### src/ccss_pkg.sv
// Notes on behaviour
// watch crystal wake waits 1K or 32K
// watch crystal reset adds 14CK, 4.1ms, 65ms
// source fuses 0010 select internal RC
// blank fuses give RC, slow power, div8
// RC waits 6CK; reset 14CK plus delays
// reset loads factory byte into trim
// software reads and writes all trim bits
// trim top bit picks overlapping range
// low seven trim bits tune monotonically
// reset time-out runs on watchdog oscillator
// software keeps RC below 8.8 MHz writing
// source fuses 0011 select 128 kHz oscillator
// 128k waits 6CK; reset adds 4/64 ms
// fuses 0000 take external clock pin
// external clock start-up from startup fuses only
// system clock gated until counts elapse
// reserved fuse codes never start clock
package ccss_pkg;

    // clock source fuse codes
    localparam logic [3:0] FUSE_SRC_EXT   = 4'h0;          // external clock on crystal pin
    localparam logic [3:0] FUSE_SRC_RC    = 4'h2;          // calibrated internal rc
    localparam logic [3:0] FUSE_SRC_LP128 = 4'h3;          // 128 khz internal oscillator
    localparam logic [2:0] FUSE_SRC_LFXO  = 3'h2;          // upper three bits, watch crystal

    // start-up time fuse codes
    localparam logic [1:0] SUT_NONE     = 2'h0;            // 14 cycles only
    localparam logic [1:0] SUT_SHORT    = 2'h1;            // plus short time-out
    localparam logic [1:0] SUT_LONG     = 2'h2;            // plus long time-out
    localparam logic [1:0] SUT_RESERVED = 2'h3;            // not a valid setting

    // delivered fuse state, used when the fuse array reports blank
    localparam logic [3:0] DEFAULT_SRC  = FUSE_SRC_RC;
    localparam logic [1:0] DEFAULT_SUT  = SUT_LONG;
    localparam logic       DEFAULT_DIV8 = 1'b1;

    // source cycle counts
    localparam int          COUNT_W          = 17;
    localparam logic [16:0] LFXO_SHORT_CYC   = 17'h00400;  // 1k cycles
    localparam int          LFXO_LONG_CYC    = 32768;      // 32k cycles
    localparam logic [16:0] INTERNAL_CYC     = 17'h00006;  // rc, 128k and external
    localparam logic [16:0] RESET_EXTRA_CYC  = 17'h0000e;  // 14 cycles after reset

    // reset time-out figures, in microseconds, counted on watchdog oscillator
    localparam longint WDOG_HZ    = 128000;
    localparam longint T_SHORT_US = 4100;
    localparam longint T_LONG_US  = 65000;
    localparam longint T_LP_SHORT_US = 4000;
    localparam longint T_LP_LONG_US  = 64000;
    localparam longint US_PER_S   = 1000000;
    // least times round up to whole oscillator ticks
    localparam int T_SHORT_TICKS    = int'((T_SHORT_US * WDOG_HZ + US_PER_S - 1) / US_PER_S);
    localparam int T_LONG_TICKS     = int'((T_LONG_US * WDOG_HZ + US_PER_S - 1) / US_PER_S);
    localparam int T_LP_SHORT_TICKS = int'((T_LP_SHORT_US * WDOG_HZ + US_PER_S - 1) / US_PER_S);
    localparam int T_LP_LONG_TICKS  = int'((T_LP_LONG_US * WDOG_HZ + US_PER_S - 1) / US_PER_S);

    // source select encoding on the output
    localparam logic [1:0] SRC_EXT   = 2'h0;
    localparam logic [1:0] SRC_LFXO  = 2'h1;
    localparam logic [1:0] SRC_RC    = 2'h2;
    localparam logic [1:0] SRC_LP128 = 2'h3;

    // register byte offsets
    localparam logic [7:0] TRIM_OFS   = 8'h00;
    localparam logic [7:0] STATUS_OFS = 8'h04;
    localparam logic [7:0] FUSE_OFS   = 8'h08;

    // status and fuse word field positions
    localparam int ST_CLKEN_BIT = 0;
    localparam int ST_BAD_BIT   = 1;
    localparam int ST_STATE_LSB = 2;
    localparam int ST_SRC_LSB   = 5;
    localparam int ST_DIV8_BIT  = 7;
    localparam int FU_SUT_LSB   = 4;

    // start-up sequencer states
    typedef enum logic [2:0] {
        ST_TIMEOUT = 3'b000,   // reset time-out on watchdog ticks
        ST_START   = 3'b001,   // counting source cycles
        ST_RUN     = 3'b010,   // system clock on
        ST_SLEEP   = 3'b011,   // power-down or power-save
        ST_WAKE    = 3'b100,   // counting wake cycles
        ST_BAD     = 3'b101    // reserved fuse setting
    } ccss_state_t;

endpackage

### src/ccss_edge.sv
`timescale 1ns/100ps
// two-flop synchroniser followed by a rising edge pulse
module ccss_edge
(
    input  wire logic CLOCK,
    input  wire logic SRST,
    input  wire logic ASYNC_IN,
    output logic      RISE
);

    typedef struct packed {
        logic meta;    // first stage, read only by the second
        logic sync;    // second stage
        logic last;    // previous synced level
        logic rise;    // registered edge pulse
    } ccss_edge_t;

    ccss_edge_t r;       // registered state
    ccss_edge_t next_r;  // next state

    // shift the pin in and flag a low-to-high change
    always_comb
    begin
        next_r      = r;
        next_r.meta = ASYNC_IN;
        next_r.sync = r.meta;
        next_r.last = r.sync;
        next_r.rise = r.sync & ~r.last;
    end

    always_ff @(posedge CLOCK)
    begin
        if (SRST)
            r <= '{meta: 1'b1, sync: 1'b1, last: 1'b1, rise: 1'b0};  // high: pin must fall first
        else
            r <= next_r;
    end

    assign RISE = r.rise;

endmodule

### src/ccss_top.sv
// The implementer's own choices: the AHB-Lite interface to the registers and the placing of the registers.
`timescale 1ns/100ps
// clock source selection, start-up delay and rc trim register
module ccss_top
#(
    parameter int LFXO_LONG_CYC   = ccss_pkg::LFXO_LONG_CYC,   // 32k wake cycles
    parameter int LONG_TICKS      = ccss_pkg::T_LONG_TICKS,    // 65 ms time-out
    parameter int LP_LONG_TICKS   = ccss_pkg::T_LP_LONG_TICKS  // 64 ms time-out
)
(
    input  wire logic        CLOCK,
    input  wire logic        SRST,
    // fuse array, static, same domain
    input  wire logic [3:0]  CLOCK_SOURCE_SELECT_FUSES,
    input  wire logic [1:0]  STARTUP_TIME_FUSES,
    input  wire logic        DIVIDE_BY_EIGHT_FUSE,
    input  wire logic        FUSES_BLANK,
    input  wire logic [7:0]  FACTORY_CAL,
    // oscillator outputs and clock pin, all asynchronous
    input  wire logic        CRYSTAL_INPUT_PIN,
    input  wire logic        LFXO_OSC,
    input  wire logic        RC_OSC,
    input  wire logic        LP128_OSC,
    input  wire logic        WDOG_OSC,
    // sleep request from the power manager
    input  wire logic        SLEEP_REQ,
    // ahb-lite slave
    input  wire logic        HSEL,
    input  wire logic [31:0] HADDR,
    input  wire logic [1:0]  HTRANS,
    input  wire logic        HWRITE,
    input  wire logic [2:0]  HSIZE,
    input  wire logic [31:0] HWDATA,
    input  wire logic        HREADY,
    output logic [31:0]      HRDATA,
    output logic             HREADYOUT,
    output logic             HRESP,
    // clock control outputs
    output logic             SYSTEM_CLOCK_ENABLE,
    output logic [1:0]       SOURCE_SELECT,
    output logic             CONFIG_INVALID,
    output logic             PRESCALE_DIV8,
    output logic [7:0]       RC_OSCILLATOR_TRIM
);

    localparam int NSRC = 5;   // pins passed through synchronisers

    typedef struct packed {
        ccss_pkg::ccss_state_t state;    // sequencer state
        logic [16:0]           count;    // cycles or ticks counted so far
        logic [7:0]            trim;     // rc trim register
        logic [3:0]            src_fuse; // latched source fuses
        logic [1:0]            sut_fuse; // latched start-up fuses
        logic                  div8;     // latched divide-by-eight fuse
        logic                  bad;      // reserved setting seen
        logic                  clk_en;   // system clock gate
        logic                  wr_trim;  // write to trim in data phase
        logic [31:0]           rdata;    // read data for the data phase
    } ccss_regs_t;

    ccss_regs_t r;       // registered state
    ccss_regs_t next_r;  // next state

    logic [NSRC-1:0] src_pin;     // raw source pins
    logic [NSRC-1:0] src_rise;    // synced rising edges
    logic            src_tick;    // edge of the selected source
    logic            wdog_tick;   // edge of the watchdog oscillator
    logic [1:0]      src_code;    // decoded source
    logic            src_ok;      // source code is supported
    logic            sut_ok;      // start-up code is not reserved
    logic [16:0]     wake_cyc;    // wake count for the source
    logic [16:0]     tout_ticks;  // reset time-out ticks
    logic            addr_phase;  // ahb address phase accepted
    logic [7:0]      addr_ofs;    // low address byte
    logic [7:0]      trim_now;    // trim with a pending write merged

    // every source pin is resynchronised before it is counted
    assign src_pin = {WDOG_OSC, LP128_OSC, RC_OSC, LFXO_OSC, CRYSTAL_INPUT_PIN};

    genvar gi;
    generate
        for (gi = 0; gi < NSRC; gi++)
        begin : g_sync
            ccss_edge u_edge
            (
                .CLOCK    (CLOCK),
                .SRST     (SRST),
                .ASYNC_IN (src_pin[gi]),
                .RISE     (src_rise[gi])
            );
        end
    endgenerate

    // the reset time-out runs on watchdog ticks whatever source is chosen
    assign wdog_tick = src_rise[4];

    // decode the latched source fuses
    always_comb
    begin
        src_code = ccss_pkg::SRC_EXT;
        src_ok   = 1'b1;
        if (r.src_fuse == ccss_pkg::FUSE_SRC_EXT)
            src_code = ccss_pkg::SRC_EXT;
        else if (r.src_fuse == ccss_pkg::FUSE_SRC_RC)
            src_code = ccss_pkg::SRC_RC;
        else if (r.src_fuse == ccss_pkg::FUSE_SRC_LP128)
            src_code = ccss_pkg::SRC_LP128;
        else if (r.src_fuse[3:1] == ccss_pkg::FUSE_SRC_LFXO)
            src_code = ccss_pkg::SRC_LFXO;
        else
            src_ok   = 1'b0;                 // other crystal modes are not built here
    end

    assign sut_ok = (r.sut_fuse != ccss_pkg::SUT_RESERVED);

    // pick the edge stream of the selected source
    always_comb
    begin
        case (src_code)
            ccss_pkg::SRC_EXT:   src_tick = src_rise[0];
            ccss_pkg::SRC_LFXO:  src_tick = src_rise[1];
            ccss_pkg::SRC_RC:    src_tick = src_rise[2];
            ccss_pkg::SRC_LP128: src_tick = src_rise[3];
            default:             src_tick = 1'b0;
        endcase
    end

    // wake count per source; only the watch crystal uses bit zero
    always_comb
    begin
        if (src_code == ccss_pkg::SRC_LFXO)
        begin
            if (r.src_fuse[0])
                wake_cyc = LFXO_LONG_CYC[16:0];
            else
                wake_cyc = ccss_pkg::LFXO_SHORT_CYC;
        end
        else
        begin
            // rc, 128k and external share six cycles, external by start-up fuses only
            wake_cyc = ccss_pkg::INTERNAL_CYC;         // see R5 // see R13 //
        end
    end

    // reset time-out per start-up code; 128k uses its own figures
    always_comb
    begin
        case (r.sut_fuse)
            ccss_pkg::SUT_SHORT:
            begin
                if (src_code == ccss_pkg::SRC_LP128)
                    tout_ticks = ccss_pkg::T_LP_SHORT_TICKS[16:0];
                else
                    tout_ticks = ccss_pkg::T_SHORT_TICKS[16:0];     // see R2 //
            end
            ccss_pkg::SUT_LONG:
            begin
                if (src_code == ccss_pkg::SRC_LP128)
                    tout_ticks = LP_LONG_TICKS[16:0];
                else
                    tout_ticks = LONG_TICKS[16:0];                  // see R2 //
            end
            default:
                tout_ticks = '0;   // 14 cycles only, no time-out
        endcase
    end

    // ahb-lite address phase; hsize is ignored, whole words only
    assign addr_phase = HSEL & HTRANS[1] & HREADY;
    assign addr_ofs   = HADDR[7:0];
    // a read right behind a trim write sees the new value
    assign trim_now   = r.wr_trim ? HWDATA[7:0] : r.trim;

    // sequencer, register file and bus slave
    always_comb
    begin
        next_r = r;

        // data phase of a trim write; every bit is writable
        next_r.wr_trim = 1'b0;
        if (r.wr_trim)
            next_r.trim = HWDATA[7:0];  // see R7 // see R8 //

        // address phase: note the write, prepare the read word
        next_r.rdata = '0;
        if (addr_phase)
        begin
            if (HWRITE)
                next_r.wr_trim = (addr_ofs == ccss_pkg::TRIM_OFS);
            else
            begin
                case (addr_ofs)
                    ccss_pkg::TRIM_OFS:
                        next_r.rdata[7:0] = trim_now;
                    ccss_pkg::STATUS_OFS:
                    begin
                        next_r.rdata[ccss_pkg::ST_CLKEN_BIT] = r.clk_en;
                        next_r.rdata[ccss_pkg::ST_BAD_BIT]   = r.bad;
                        next_r.rdata[ccss_pkg::ST_STATE_LSB +: 3] = r.state;
                        next_r.rdata[ccss_pkg::ST_SRC_LSB +: 2]   = src_code;
                        next_r.rdata[ccss_pkg::ST_DIV8_BIT]  = r.div8;
                    end
                    ccss_pkg::FUSE_OFS:
                    begin
                        next_r.rdata[3:0] = r.src_fuse;
                        next_r.rdata[ccss_pkg::FU_SUT_LSB +: 2] = r.sut_fuse;
                    end
                    default:
                        next_r.rdata = '0;  // unmapped reads return zero
                endcase
            end
        end

        // start-up sequencer
        case (r.state)
            ccss_pkg::ST_TIMEOUT:
            begin
                // reserved settings never start the clock
                if (!src_ok || !sut_ok)
                begin
                    next_r.state = ccss_pkg::ST_BAD;
                    next_r.bad   = 1'b1;
                end
                else if (r.count >= tout_ticks)
                begin
                    next_r.state = ccss_pkg::ST_START;
                    next_r.count = '0;
                end
                else if (wdog_tick)
                    next_r.count = r.count + 17'h00001;
            end
            ccss_pkg::ST_START:
            begin
                // source cycles plus the fixed 14 before release
                if (r.count >= wake_cyc + ccss_pkg::RESET_EXTRA_CYC)
                begin
                    next_r.state  = ccss_pkg::ST_RUN;
                    next_r.clk_en = 1'b1;
                end
                else if (src_tick)
                    next_r.count = r.count + 17'h00001;
            end
            ccss_pkg::ST_RUN:
            begin
                if (SLEEP_REQ)
                begin
                    next_r.state  = ccss_pkg::ST_SLEEP;
                    next_r.clk_en = 1'b0;
                end
            end
            ccss_pkg::ST_SLEEP:
            begin
                // the oscillator may stop here, so the count restarts on wake
                next_r.count = '0;
                if (!SLEEP_REQ)
                    next_r.state = ccss_pkg::ST_WAKE;
            end
            ccss_pkg::ST_WAKE:
            begin
                // wake waits only the source cycles, no time-out
                if (SLEEP_REQ)
                    next_r.state = ccss_pkg::ST_SLEEP;
                else if (r.count >= wake_cyc)
                begin
                    next_r.state  = ccss_pkg::ST_RUN;
                    next_r.clk_en = 1'b1;
                end
                else if (src_tick)
                    next_r.count = r.count + 17'h00001;  // see R1 // see R5 //
            end
            ccss_pkg::ST_BAD:
            begin
                // stays gated until the next reset with valid fuses
                next_r.clk_en = 1'b0;
            end
            default:
            begin
                next_r.state  = ccss_pkg::ST_BAD;
                next_r.clk_en = 1'b0;
            end
        endcase
    end

    // synchronous reset latches the fuses and reloads the factory trim
    always_ff @(posedge CLOCK)
    begin
        if (SRST)
        begin
            r.state  <= ccss_pkg::ST_TIMEOUT;
            r.count  <= '0;
            r.trim   <= FACTORY_CAL;
            r.bad    <= 1'b0;
            r.clk_en <= 1'b0;
            r.wr_trim <= 1'b0;
            r.rdata  <= '0;
            if (FUSES_BLANK)
            begin
                // delivered part: rc, slow rising power, divide by eight
                r.src_fuse <= ccss_pkg::DEFAULT_SRC;
                r.sut_fuse <= ccss_pkg::DEFAULT_SUT;
                r.div8     <= ccss_pkg::DEFAULT_DIV8;
            end
            else
            begin
                r.src_fuse <= CLOCK_SOURCE_SELECT_FUSES;
                r.sut_fuse <= STARTUP_TIME_FUSES;
                r.div8     <= DIVIDE_BY_EIGHT_FUSE;
            end
        end
        else
            r <= next_r;
    end

    // the slave never stretches and never errors
    assign HREADYOUT = 1'b1;
    assign HRESP     = 1'b0;
    assign HRDATA    = r.rdata;

    // outputs to the clock tree and oscillators
    assign SYSTEM_CLOCK_ENABLE = r.clk_en;
    assign SOURCE_SELECT       = src_code;
    assign CONFIG_INVALID      = r.bad;
    assign PRESCALE_DIV8       = r.div8;
    // the trim goes straight to the rc oscillator; a write retunes it at once
    assign RC_OSCILLATOR_TRIM  = r.trim;  // see R7 //

endmodule

### config.mk
export PLATFORM = sky130hd
export DESIGN_NAME = ccss_top
export DESIGN_NICKNAME = d
export VERILOG_FILES = /design/src/ccss_pkg.sv /design/src/ccss_edge.sv /design/src/ccss_top.sv
export SDC_FILE = /design/constraint.sdc
export NUM_CORES = 1
export LEC_CHECK = 0
export ABC_AREA = 1
export BUFFER_PORTS_ARGS = -buffer_cell sky130_fd_sc_hd__buf_4
export CAP_MARGIN = 30
export CORE_MARGIN = 3
export CORE_UTILIZATION = 35
export CTS_CLUSTER_DIAMETER = 150
export DETAILED_ROUTE_END_ITERATION = 10
export GPL_ROUTABILITY_DRIVEN = 0
export PLACE_DENSITY_LB_ADDON = 0.08
export SLEW_MARGIN = 5
export SYNTH_ARGS = -nofsm -noshare
export SYNTH_HDL_FRONTEND = slang
export SYNTH_SLANG_ARGS = --single-unit
### constraint.sdc
create_clock -name CLOCK -period 6.3 [get_ports CLOCK]
set_clock_uncertainty 0.05 [all_clocks]
set_input_delay 0.63 -clock CLOCK [delete_from_list [all_inputs] [get_ports CLOCK]]
set_output_delay 0.63 -clock CLOCK [all_outputs]
set_load 0.02 [all_outputs]
==> results of run 1 <==
-- state kept, by name, summed over array words and instances, names as in the netlist --
| register | count |
|---|---|
| g_sync.u_edge.r | 5 |
| CONFIG_INVALID | 1 |
| g_sync.u_edge.next_r | 10 |
| PRESCALE_DIV8 | 1 |
| g_sync.u_edge.RISE | 5 |
| next_r | 6 |
| r | 21 |
| SYSTEM_CLOCK_ENABLE | 1 |
| HRDATA | 8 |
| RC_OSCILLATOR_TRIM | 8 |
-- where the power goes --
part,internal (uW),switching (uW)
Sequential,476,72.2
Clock,346,196
Combinational,275,567
-- layer usage --
metal / up-vias / routed length, um / global-route usage
met2: 99 / 4795 / 0.2476
met1: 1671 / 5080 / 0.2137
met3: 15 / 539 / 0.02332
met5: - / 0 / 0
met4: 0 / 228 / 0.06346
li1: 1960 / - / -
-- path summary, 6_finish.rpt --
| path | startpoint | to | cells past startpoint |
|---|---|---|---|
| max reg2reg | next_r[39] | r[65] | 15 |
| min reg2reg | g_sync[2].u_edge.r[1] | g_sync[2].u_edge.RISE | 1 |
| min | g_sync[2].u_edge.r[1] | g_sync[2].u_edge.RISE | 1 |
| max | next_r[39] | r[65] | 15 |
-- per-stage QoR --
stage / setup WS, ns / std cells / area [um2] / hold slack (ns)
after global routing: 3.013 / 807 / 4961 / 0.3373
after floorplan: 3.940 / 640 / 4384 / 0.3227
after global placement: 3.316 / 791 / 4642 / 0.3284
after detailed placement: 3.266 / 791 / 4642 / 0.3302
after CTS: 3.256 / 807 / 4961 / 0.3337
final: 3.256 / 807 / 4961 / 0.3321
-- cells in the mapped netlist (all sizes together) (3+ instances only) --
cell    instances
nand3b          3
nand3          50
a221oi          4
dfxtp          59
o21ai           6
clkbuf          7
or2            13
a21oi          18
ha             19
nand4           7
buf            50
mux2            8
inv            75
nand2         149
xor2           13
nor2          105
edfxtp          7
nor3           12
-- area by class of cell --
type                       count  area (um2)
fill                        1240        6750
multi-input combinational    442        2302
sequential                    66        1391
timing repair buffer          65       488.0
inverter                      75       281.5
clock buffer                   9       225.2
tap                          143       178.9
clock inverter                 7       93.84
-- kinds of logic after synthesis --
family | synth area share
AO/OA/AOI/OAI | 0.04953
multiplexers | 0.02098
XOR/XNOR | 0.02652
adder cells (fa/ha/maj) | 0.05536
flip-flops | 0.3240
other | 0.001749
buffers and inverters | 0.1608
AND/OR/NAND/NOR | 0.3610
==> out/results.ini, run 1 <==
[sta]
slew_headroom = 0.4095
tightest_slew_ns = 0.8785
period_needed_ns = 3.044
rsz0062_at_grt = no
fmax_mhz = 328.5
setup_viol = 0
period_share = 0.4832
report.final.slew_viol_count = 0
final-hold-violation-count = 0
setup_tns_ns = 0

[clock_tree]
cts.sinks = 66
htreeDepth = 3
cts_hold_buf = 0
cts_setup_buffers = 0
cts.repair.resized = 0
cts_tree = done
clk_pin_slew_ns = 0.06
insertion_delay_ns = 0.33
root_buffer = clkbuf_16
clock_path_buffers = 2
numCtsBuffers = 9

[synthesis]
ys.flop_type = dfxtp_1
synth.avg_cell_area_um2 = 6.971
async_flop_share = 0
netlist.area_leader.share = 0.2751
synth_cell_types = 36
synth_cells = 616
synth_edf_count = 7
synth_area_leader_cell = dfxtp_1
ys_warn_count = 0
yosys-top-cells-area = dfxtp_1, nand2_1, nor2_1
synth_area_um2 = 4294
synth_seq_area_share = 0.3240
synth-seq-cells = 66

[grt]
grt_usage = 0.1565
grt-ovfl-total = 0
grt_pass1_vias = 3429
grt_max_degree = 38
antenna_found_initial = 0
grt_pass1_wl_um = 16700

[die]
pin_count = 143
die_w_um = 116.8
row_count = 39
start_util = 0.3667
dieArea_um2 = 13630
fp.coreArea_um2 = 11710
die_y_um = 116.8

[worst_setup_path]
reg2reg_slack_ns = 3.26
max_stage_delay_ns = 0.46
path_class = flip-flop to flip-flop
crit_buf_inv = 2
slowest_stage = nor2_4
start_kind = flip-flop
endpoint_kind = flip-flop
worst-path-max-fanout = 16
cp_common_cell = nand2_1
crit_chain = inv_2 -> nand3_1 -> inv_1 -> nand2_1 -> ha_1 -> nand2_1 -> nand3b_1 -> a21oi_2 -> nand2_1 -> nand2_2 -> nand3_4 -> nor2_4 -> nand3_1 -> nand2_1 -> nor2_1
critical-path-top-delay-family = simple AND/OR/NAND/NOR gates
cp.arrival_ns = 3.22
cp_data_required_time_ns = 6.47

[layout]
area_growth_pct = 15.53
final_nets = 774
finish.utilization = 0.4236
antenna_cells = 0
drive_gt1_frac = 0.2003
layout_commonest_cell = nand2_1
layout_common_cells = nand2_1, nor2_1, inv_1

[detailed_routing]
routedWlPerCell_um = 13.19
drc = 0
vias = 3745
drt-initial-drc-count = 219
dr.pass1.iters = 5
ant_nets = 0
via_per_inst = 4.641
finalWirelength_um = 10640

[run]
cap_viol_max_count = 0

[power_and_ir_drop]
vdd_drop_max_mv = 0.1563
p_per_area_nw_per_um2 = 389.3
total_power_uw = 1931
power_leakage_uw = 0.002450

[placed_design]
buffer_ports.inserted = 64
hpwl_um = 7987

[hold_path]
min_path_type = flip-flop to flip-flop

[run_status]
status = completed

Note: power is estimated with default switching activity, not from simulation.
==> run 2, diff against run 1 <==
==> constraint.sdc (replaced) <==
create_clock -name CLOCK -period 3.2 [get_ports CLOCK]
set_clock_uncertainty 0.05 [all_clocks]
set_input_delay 0.32 -clock CLOCK [delete_from_list [all_inputs] [get_ports CLOCK]]
set_output_delay 0.32 -clock CLOCK [all_outputs]
set_load 0.02 [all_outputs]
==> out/results.ini, run 2 (same netlist as run 1, synthesis figures left out) <==
[power_and_ir_drop]
total_power_uw = 3780  ; +96%
p_per_area_nw_per_um2 = 760.4  ; +95%
power_leakage_uw = 0.002459  ; +0.37%
internal-power_uw = 2108  ; +92%
p_switching_uw = 1672  ; +100%
clkPwrFrac = 0.270  ; -0.010
vdd_drop_max_mv = 0.3116  ; +99%
seqPwrFrac = 0.286  ; +0.002
combPwrFrac = 0.444  ; +0.008
p_sw_frac = 0.4423  ; +0.01016

[sta]
final-hold-violation-count = 0  ; unchanged
timing.hold.ws_ns = 0.1193  ; -0.2128 ns
report.final.slew_viol_count = 0  ; unchanged
setup_viol = 0  ; unchanged
fmax_mhz = 346.2  ; +5.4%
period_needed_ns = 2.889  ; -0.1551 ns
rsz0062_at_grt = no
setup_tns_ns = 0  ; unchanged
slew_headroom = 0.4935  ; +0.08399
period_share = 0.9028  ; +0.4196
tightest_slew_ns = 0.7534  ; -0.1251 ns

[die]
row_count = 39  ; unchanged
fp.coreArea_um2 = 11710  ; unchanged
die_w_um = 116.8  ; unchanged
die_y_um = 116.8  ; unchanged
start_util = 0.3667  ; unchanged
pin_count = 143  ; unchanged
dieArea_um2 = 13630  ; unchanged

[worst_setup_path]
endpoint_kind = flip-flop
cp_data_required_time_ns = 3.42  ; -3.05 ns
cp.arrival_ns = 3.11  ; -0.11 ns
max_stage_delay_ns = 0.44  ; -0.02 ns
critical_path_depth = 16  ; +1
critical-path-top-delay-family = simple AND/OR/NAND/NOR gates
reg2regPathDepth = 16  ; +1
crit_chain = inv_1 -> ha_1 -> inv_1 -> nand3_1 -> ha_1 -> nand3_1 -> nor2_1 -> nor2_1 -> a21oi_1 -> nor2_2 -> nand2_1 -> nand2_1 -> nand2_1 -> nand3_1 -> nand2_1 -> nor2_1
cp_common_cell = nand2_1
start_kind = flip-flop
worst-path-max-fanout = 11  ; -5
path_class = flip-flop to flip-flop
crit_buf_inv = 2  ; unchanged
slowest_stage = edfxtp_1

[grt]
grt_usage = 0.1580  ; +0.001504
antenna_found_initial = 0  ; unchanged
grt_max_degree = 38  ; unchanged
grt_pass1_vias = 3501  ; +2.1%
grt-ovfl-total = 0  ; unchanged
grt_pass1_wl_um = 16950  ; +1.5%

[run_status]
status = completed

[placed_design]
buffer_ports.inserted = 64  ; unchanged
dpl.cell_count = 794  ; +0.38%
hpwl_um = 8204  ; +2.7%

[detailed_routing]
ant_nets = 0  ; unchanged
drc = 0  ; unchanged
routedWlPerCell_um = 13.38  ; +1.5%
drt-initial-drc-count = 233  ; +6.4%
finalWirelength_um = 10840  ; +1.8%
via_per_inst = 4.653  ; +0.27%
dr.pass1.iters = 4  ; -1
vias = 3769  ; +0.64%

[clock_tree]
cts.sinks = 66  ; unchanged
numCtsBuffers = 9  ; unchanged
cts_setup_buffers = 0  ; unchanged
insertion_delay_ns = 0.33  ; about the same
root_buffer = clkbuf_16
cts_hold_buf = 0  ; unchanged
htreeDepth = 3  ; unchanged
clock_path_buffers = 2  ; unchanged
clk_pin_slew_ns = 0.06  ; about the same
cts_tree = done
cts.repair.resized = 0  ; unchanged

[layout]
layout_common_cells = nand2_1, nor2_1, buf_4
final_cell_count_no_fill = 810  ; +0.37%
final_nets = 777  ; +0.39%
largest_register = r
layout_commonest_cell = nand2_1
antenna_cells = 0  ; unchanged
area_growth_pct = 15.76
drive_gt1_frac = 0.2054  ; +0.005096
largest_reg_flops = 21  ; unchanged

[hold_path]
min_delay_path_depth = 2  ; +1
min_path_type = primary input to flip-flop

[run]
cap_viol_max_count = 0  ; unchanged

run 2: cell count changes in the layout (fill, tap and decap cells not counted), sizes merged:
| cell | previous run | this run |
|---|---|---|
| inv | 75 | 79 |
| bufinv | 2 | 1 |
| buf | 65 | 68 |
| clkinv | 4 | 1 |
run 2: cell type report:
cell class / count / area [um2]
fill: 1242 / 6740
sequential: 66 / 1391
clock buffer: 9 / 225.2
multi-input combinational: 442 / 2302
timing repair buffer: 68 / 510.5
clock inverter: 7 / 81.33
tap: 143 / 178.9
inverter: 75 / 281.5
run 2: final timing paths:
| check | startpoint | end | slack [ns] |
|---|---|---|---|
| worst min register to register | g_sync[0].u_edge.r[1] | g_sync[0].u_edge.RISE | 0.34 |
| worst min-delay path | RC_OSC | g_sync[2].u_edge.next_r[2] | 0.12 |
| worst max-delay path | next_r[36] | r[61] | 0.31 |
| worst max register to register | next_r[36] | r[61] | 0.31 |
run 2: layer usage:
| layer | vias to the layer above | share of wire | GRT usage |
|---|---|---|---|
| li1 | 1958 | - | - |
| met1 | 1696 | 0.47 | 0.2152 |
| met2 | 93 | 0.45 | 0.2469 |
| met3 | 22 | 0.055 | 0.02591 |
| met4 | 0 | 0.023 | 0.06804 |
| met5 | - | 0 | 0 |
run 2: stage by stage:
step / worst slack (ns) / utilization / instance area, um2
floorplan: 0.8397 / - / 4384
global placement: 0.3861 / 0.3983 / 4664
detailed placement: 0.3219 / 0.3983 / 4664
CTS: 0.3143 / 0.4245 / 4971
global route: 0.03795 / 0.4245 / 4971
finish: 0.3112 / 0.4245 / 4971
run 2: power groups by stage:
| stage | Combinational (uW) | Clock, uW | Sequential, uW |
|---|---|---|---|
| global route | 1920 | 1090 | 1100 |
| floorplan | 1400 | 0 | 1040 |
| CTS | 1680 | 1050 | 1080 |
| detailed placement | 1680 | 0 | 1100 |
| global placement | 1640 | 0 | 1100 |
| finish | 1680 | 1020 | 1080 |
==> run 3, diff against run 2 <==
--- a/config.mk
+++ b/config.mk
@@ -13,6 +13,7 @@
 export CTS_CLUSTER_DIAMETER = 150
 export DETAILED_ROUTE_END_ITERATION = 10
 export GPL_ROUTABILITY_DRIVEN = 0
+export HOLD_SLACK_MARGIN = 0.15
 export PLACE_DENSITY_LB_ADDON = 0.08
 export SLEW_MARGIN = 5
 export SYNTH_ARGS = -nofsm -noshare
==> out/results.ini, run 3 (same netlist as run 1, synthesis figures left out) <==
[power_and_ir_drop]
combPwrFrac = 0.445  ; about the same
power_leakage_uw = 0.002513  ; +2.2%
internal-power_uw = 2119  ; +0.50%
p_switching_uw = 1674  ; +0.15%
p_sw_frac = 0.4414  ; -0.0008542
clkPwrFrac = 0.270  ; about the same
vdd_drop_max_mv = 0.3079  ; -1.2%
p_per_area_nw_per_um2 = 743.6  ; -2.2%
seqPwrFrac = 0.286  ; about the same
total_power_uw = 3793  ; +0.35%

[grt]
grt_pass1_wl_um = 17040  ; +0.57%
grt_pass1_vias = 3530  ; +0.83%
grt_usage = 0.1588  ; +0.0007520
grt_max_degree = 38  ; unchanged
antenna_found_initial = 0  ; unchanged
grt-ovfl-total = 0  ; unchanged

[layout]
drive_gt1_frac = 0.2015  ; -0.003927
final_cell_count_no_fill = 823  ; +1.6%
largest_reg_flops = 21  ; unchanged
antenna_cells = 0  ; unchanged
area_growth_pct = 18.79
layout_common_cells = nand2_1, nor2_1, buf_4
fillers = 1226  ; -1.3%
final_nets = 790  ; +1.7%
largest_register = r
layout_commonest_cell = nand2_1

[run_status]
status = completed

[sta]
setup_tns_ns = 0  ; unchanged
setup_ws_ns = 0.3238  ; +0.01263 ns
report.final.slew_viol_count = 0  ; unchanged
period_share = 0.8988  ; -0.003948
slew_headroom = 0.4940  ; +0.0005210
rsz0062_at_grt = no
setup_viol = 0  ; unchanged
fmax_mhz = 347.7  ; +0.44%
tightest_slew_ns = 0.7526  ; -0.0007747 ns
final-hold-violation-count = 0  ; unchanged
period_needed_ns = 2.876  ; -0.01263 ns

[die]
row_count = 39  ; unchanged
pin_count = 143  ; unchanged
dieArea_um2 = 13630  ; unchanged
die_w_um = 116.8  ; unchanged
die_y_um = 116.8  ; unchanged
fp.coreArea_um2 = 11710  ; unchanged
start_util = 0.3667  ; unchanged

[worst_setup_path]
start_kind = flip-flop
slowest_stage = edfxtp_1
crit_buf_inv = 2  ; unchanged
cp_common_cell = nand2_1
max_stage_delay_ns = 0.44  ; about the same
cp_data_required_time_ns = 3.43  ; about the same
worst-path-max-fanout = 11  ; unchanged
crit_chain = inv_1 -> ha_1 -> inv_1 -> nand3_1 -> ha_1 -> nand3_1 -> nor2_1 -> nor2_1 -> a21oi_1 -> nor2_2 -> nand2_1 -> nand2_1 -> nand2_1 -> nand3_1 -> nand2_1 -> nor2_1
cp.arrival_ns = 3.10  ; about the same
reg2reg_slack_ns = 0.32  ; about the same
critical-path-top-delay-family = simple AND/OR/NAND/NOR gates
path_class = flip-flop to flip-flop
endpoint_kind = flip-flop

[detailed_routing]
routedWlPerCell_um = 13.31  ; -0.55%
vias = 3825  ; +1.5%
dr.pass1.iters = 4  ; unchanged
ant_nets = 0  ; unchanged
finalWirelength_um = 10950  ; +1.0%
via_per_inst = 4.648  ; -0.12%
drt-initial-drc-count = 193  ; -17%
drc = 0  ; unchanged

[clock_tree]
insertion_delay_ns = 0.33  ; about the same
cts.repair.resized = 0  ; unchanged
cts_tree = done
root_buffer = clkbuf_16
numCtsBuffers = 9  ; unchanged
clock_path_buffers = 2  ; unchanged
htreeDepth = 3  ; unchanged
cts.sinks = 66  ; unchanged
clk_pin_slew_ns = 0.06  ; about the same

[placed_design]
hpwl_um = 8204  ; unchanged
dpl.cell_count = 794  ; unchanged
buffer_ports.inserted = 64  ; unchanged
dp_worst_setup_slack_ns = 0.3219  ; unchanged

[hold_path]
min_path_type = primary input to flip-flop

[run]
cap_viol_max_count = 0  ; unchanged

## run 3: cell count changes in the layout (fill, tap and decap cells not counted)
cell           previous run  this run
dlygate4sd3_1             0        13
## run 3: area by class of cell
class                   count  area, um2  share of cell area
repair buffers             81      640.6              0.1256
well taps                 143      178.9             0.03507
flip-flops and latches     66       1391              0.2727
inverters                  75      281.5             0.05519
multi-input cells         442       2302              0.4513
clock buffers               9      225.2             0.04415
clock inverters             7      81.33             0.01594
## run 3: what timing repair did
| item | 4_1_cts | 5_1_grt |
|---|---|---|
| endpoints found under the setup margin | 0 | 0 |
| endpoints found under the hold margin | 13 | 0 |
| setup buffers | 0 | 0 |
| hold buffers | 13 | 0 |
## run 3: per-stage QoR
stage	utilization	hold slack (ns)	area [um2]
finish	0.4356	0.1931	5101
global route	0.4356	0.1922	5101
CTS	0.4356	0.1878	5101
detailed placement	0.3983	0.3281	4664
global placement	0.3983	0.3280	4664
floorplan	-	0.3227	4384
## run 3: per-layer routing
layer | vias to the layer above | wire length (um) | GRT usage
li1 | 1980 | - | -
met1 | 1737 | 5296 | 0.2165
met2 | 86 | 4970 | 0.2484
met3 | 22 | 439 | 0.02539
met4 | 0 | 248 | 0.06804
met5 | - | 0 | 0
## run 3: power groups by stage
| stage | Sequential (uW) | Clock [uW] | Combinational [uW] |
|---|---|---|---|
| after global routing | 1100 | 1090 | 1930 |
| after detailed placement | 1100 | 0 | 1680 |
| after global placement | 1100 | 0 | 1640 |
| final | 1080 | 1020 | 1690 |
| after CTS | 1080 | 1050 | 1700 |
| after floorplan | 1040 | 0 | 1400 |
## run 3: final timing paths
check / startpoint / to / cells after the start
worst max-delay path: next_r[36] / r[52] / 16
worst min-delay path: HWRITE / r[32] / 2
worst max register to register: next_r[36] / r[52] / 16
worst min register to register: g_sync[3].u_edge.r[1] / g_sync[3].u_edge.RISE / 1
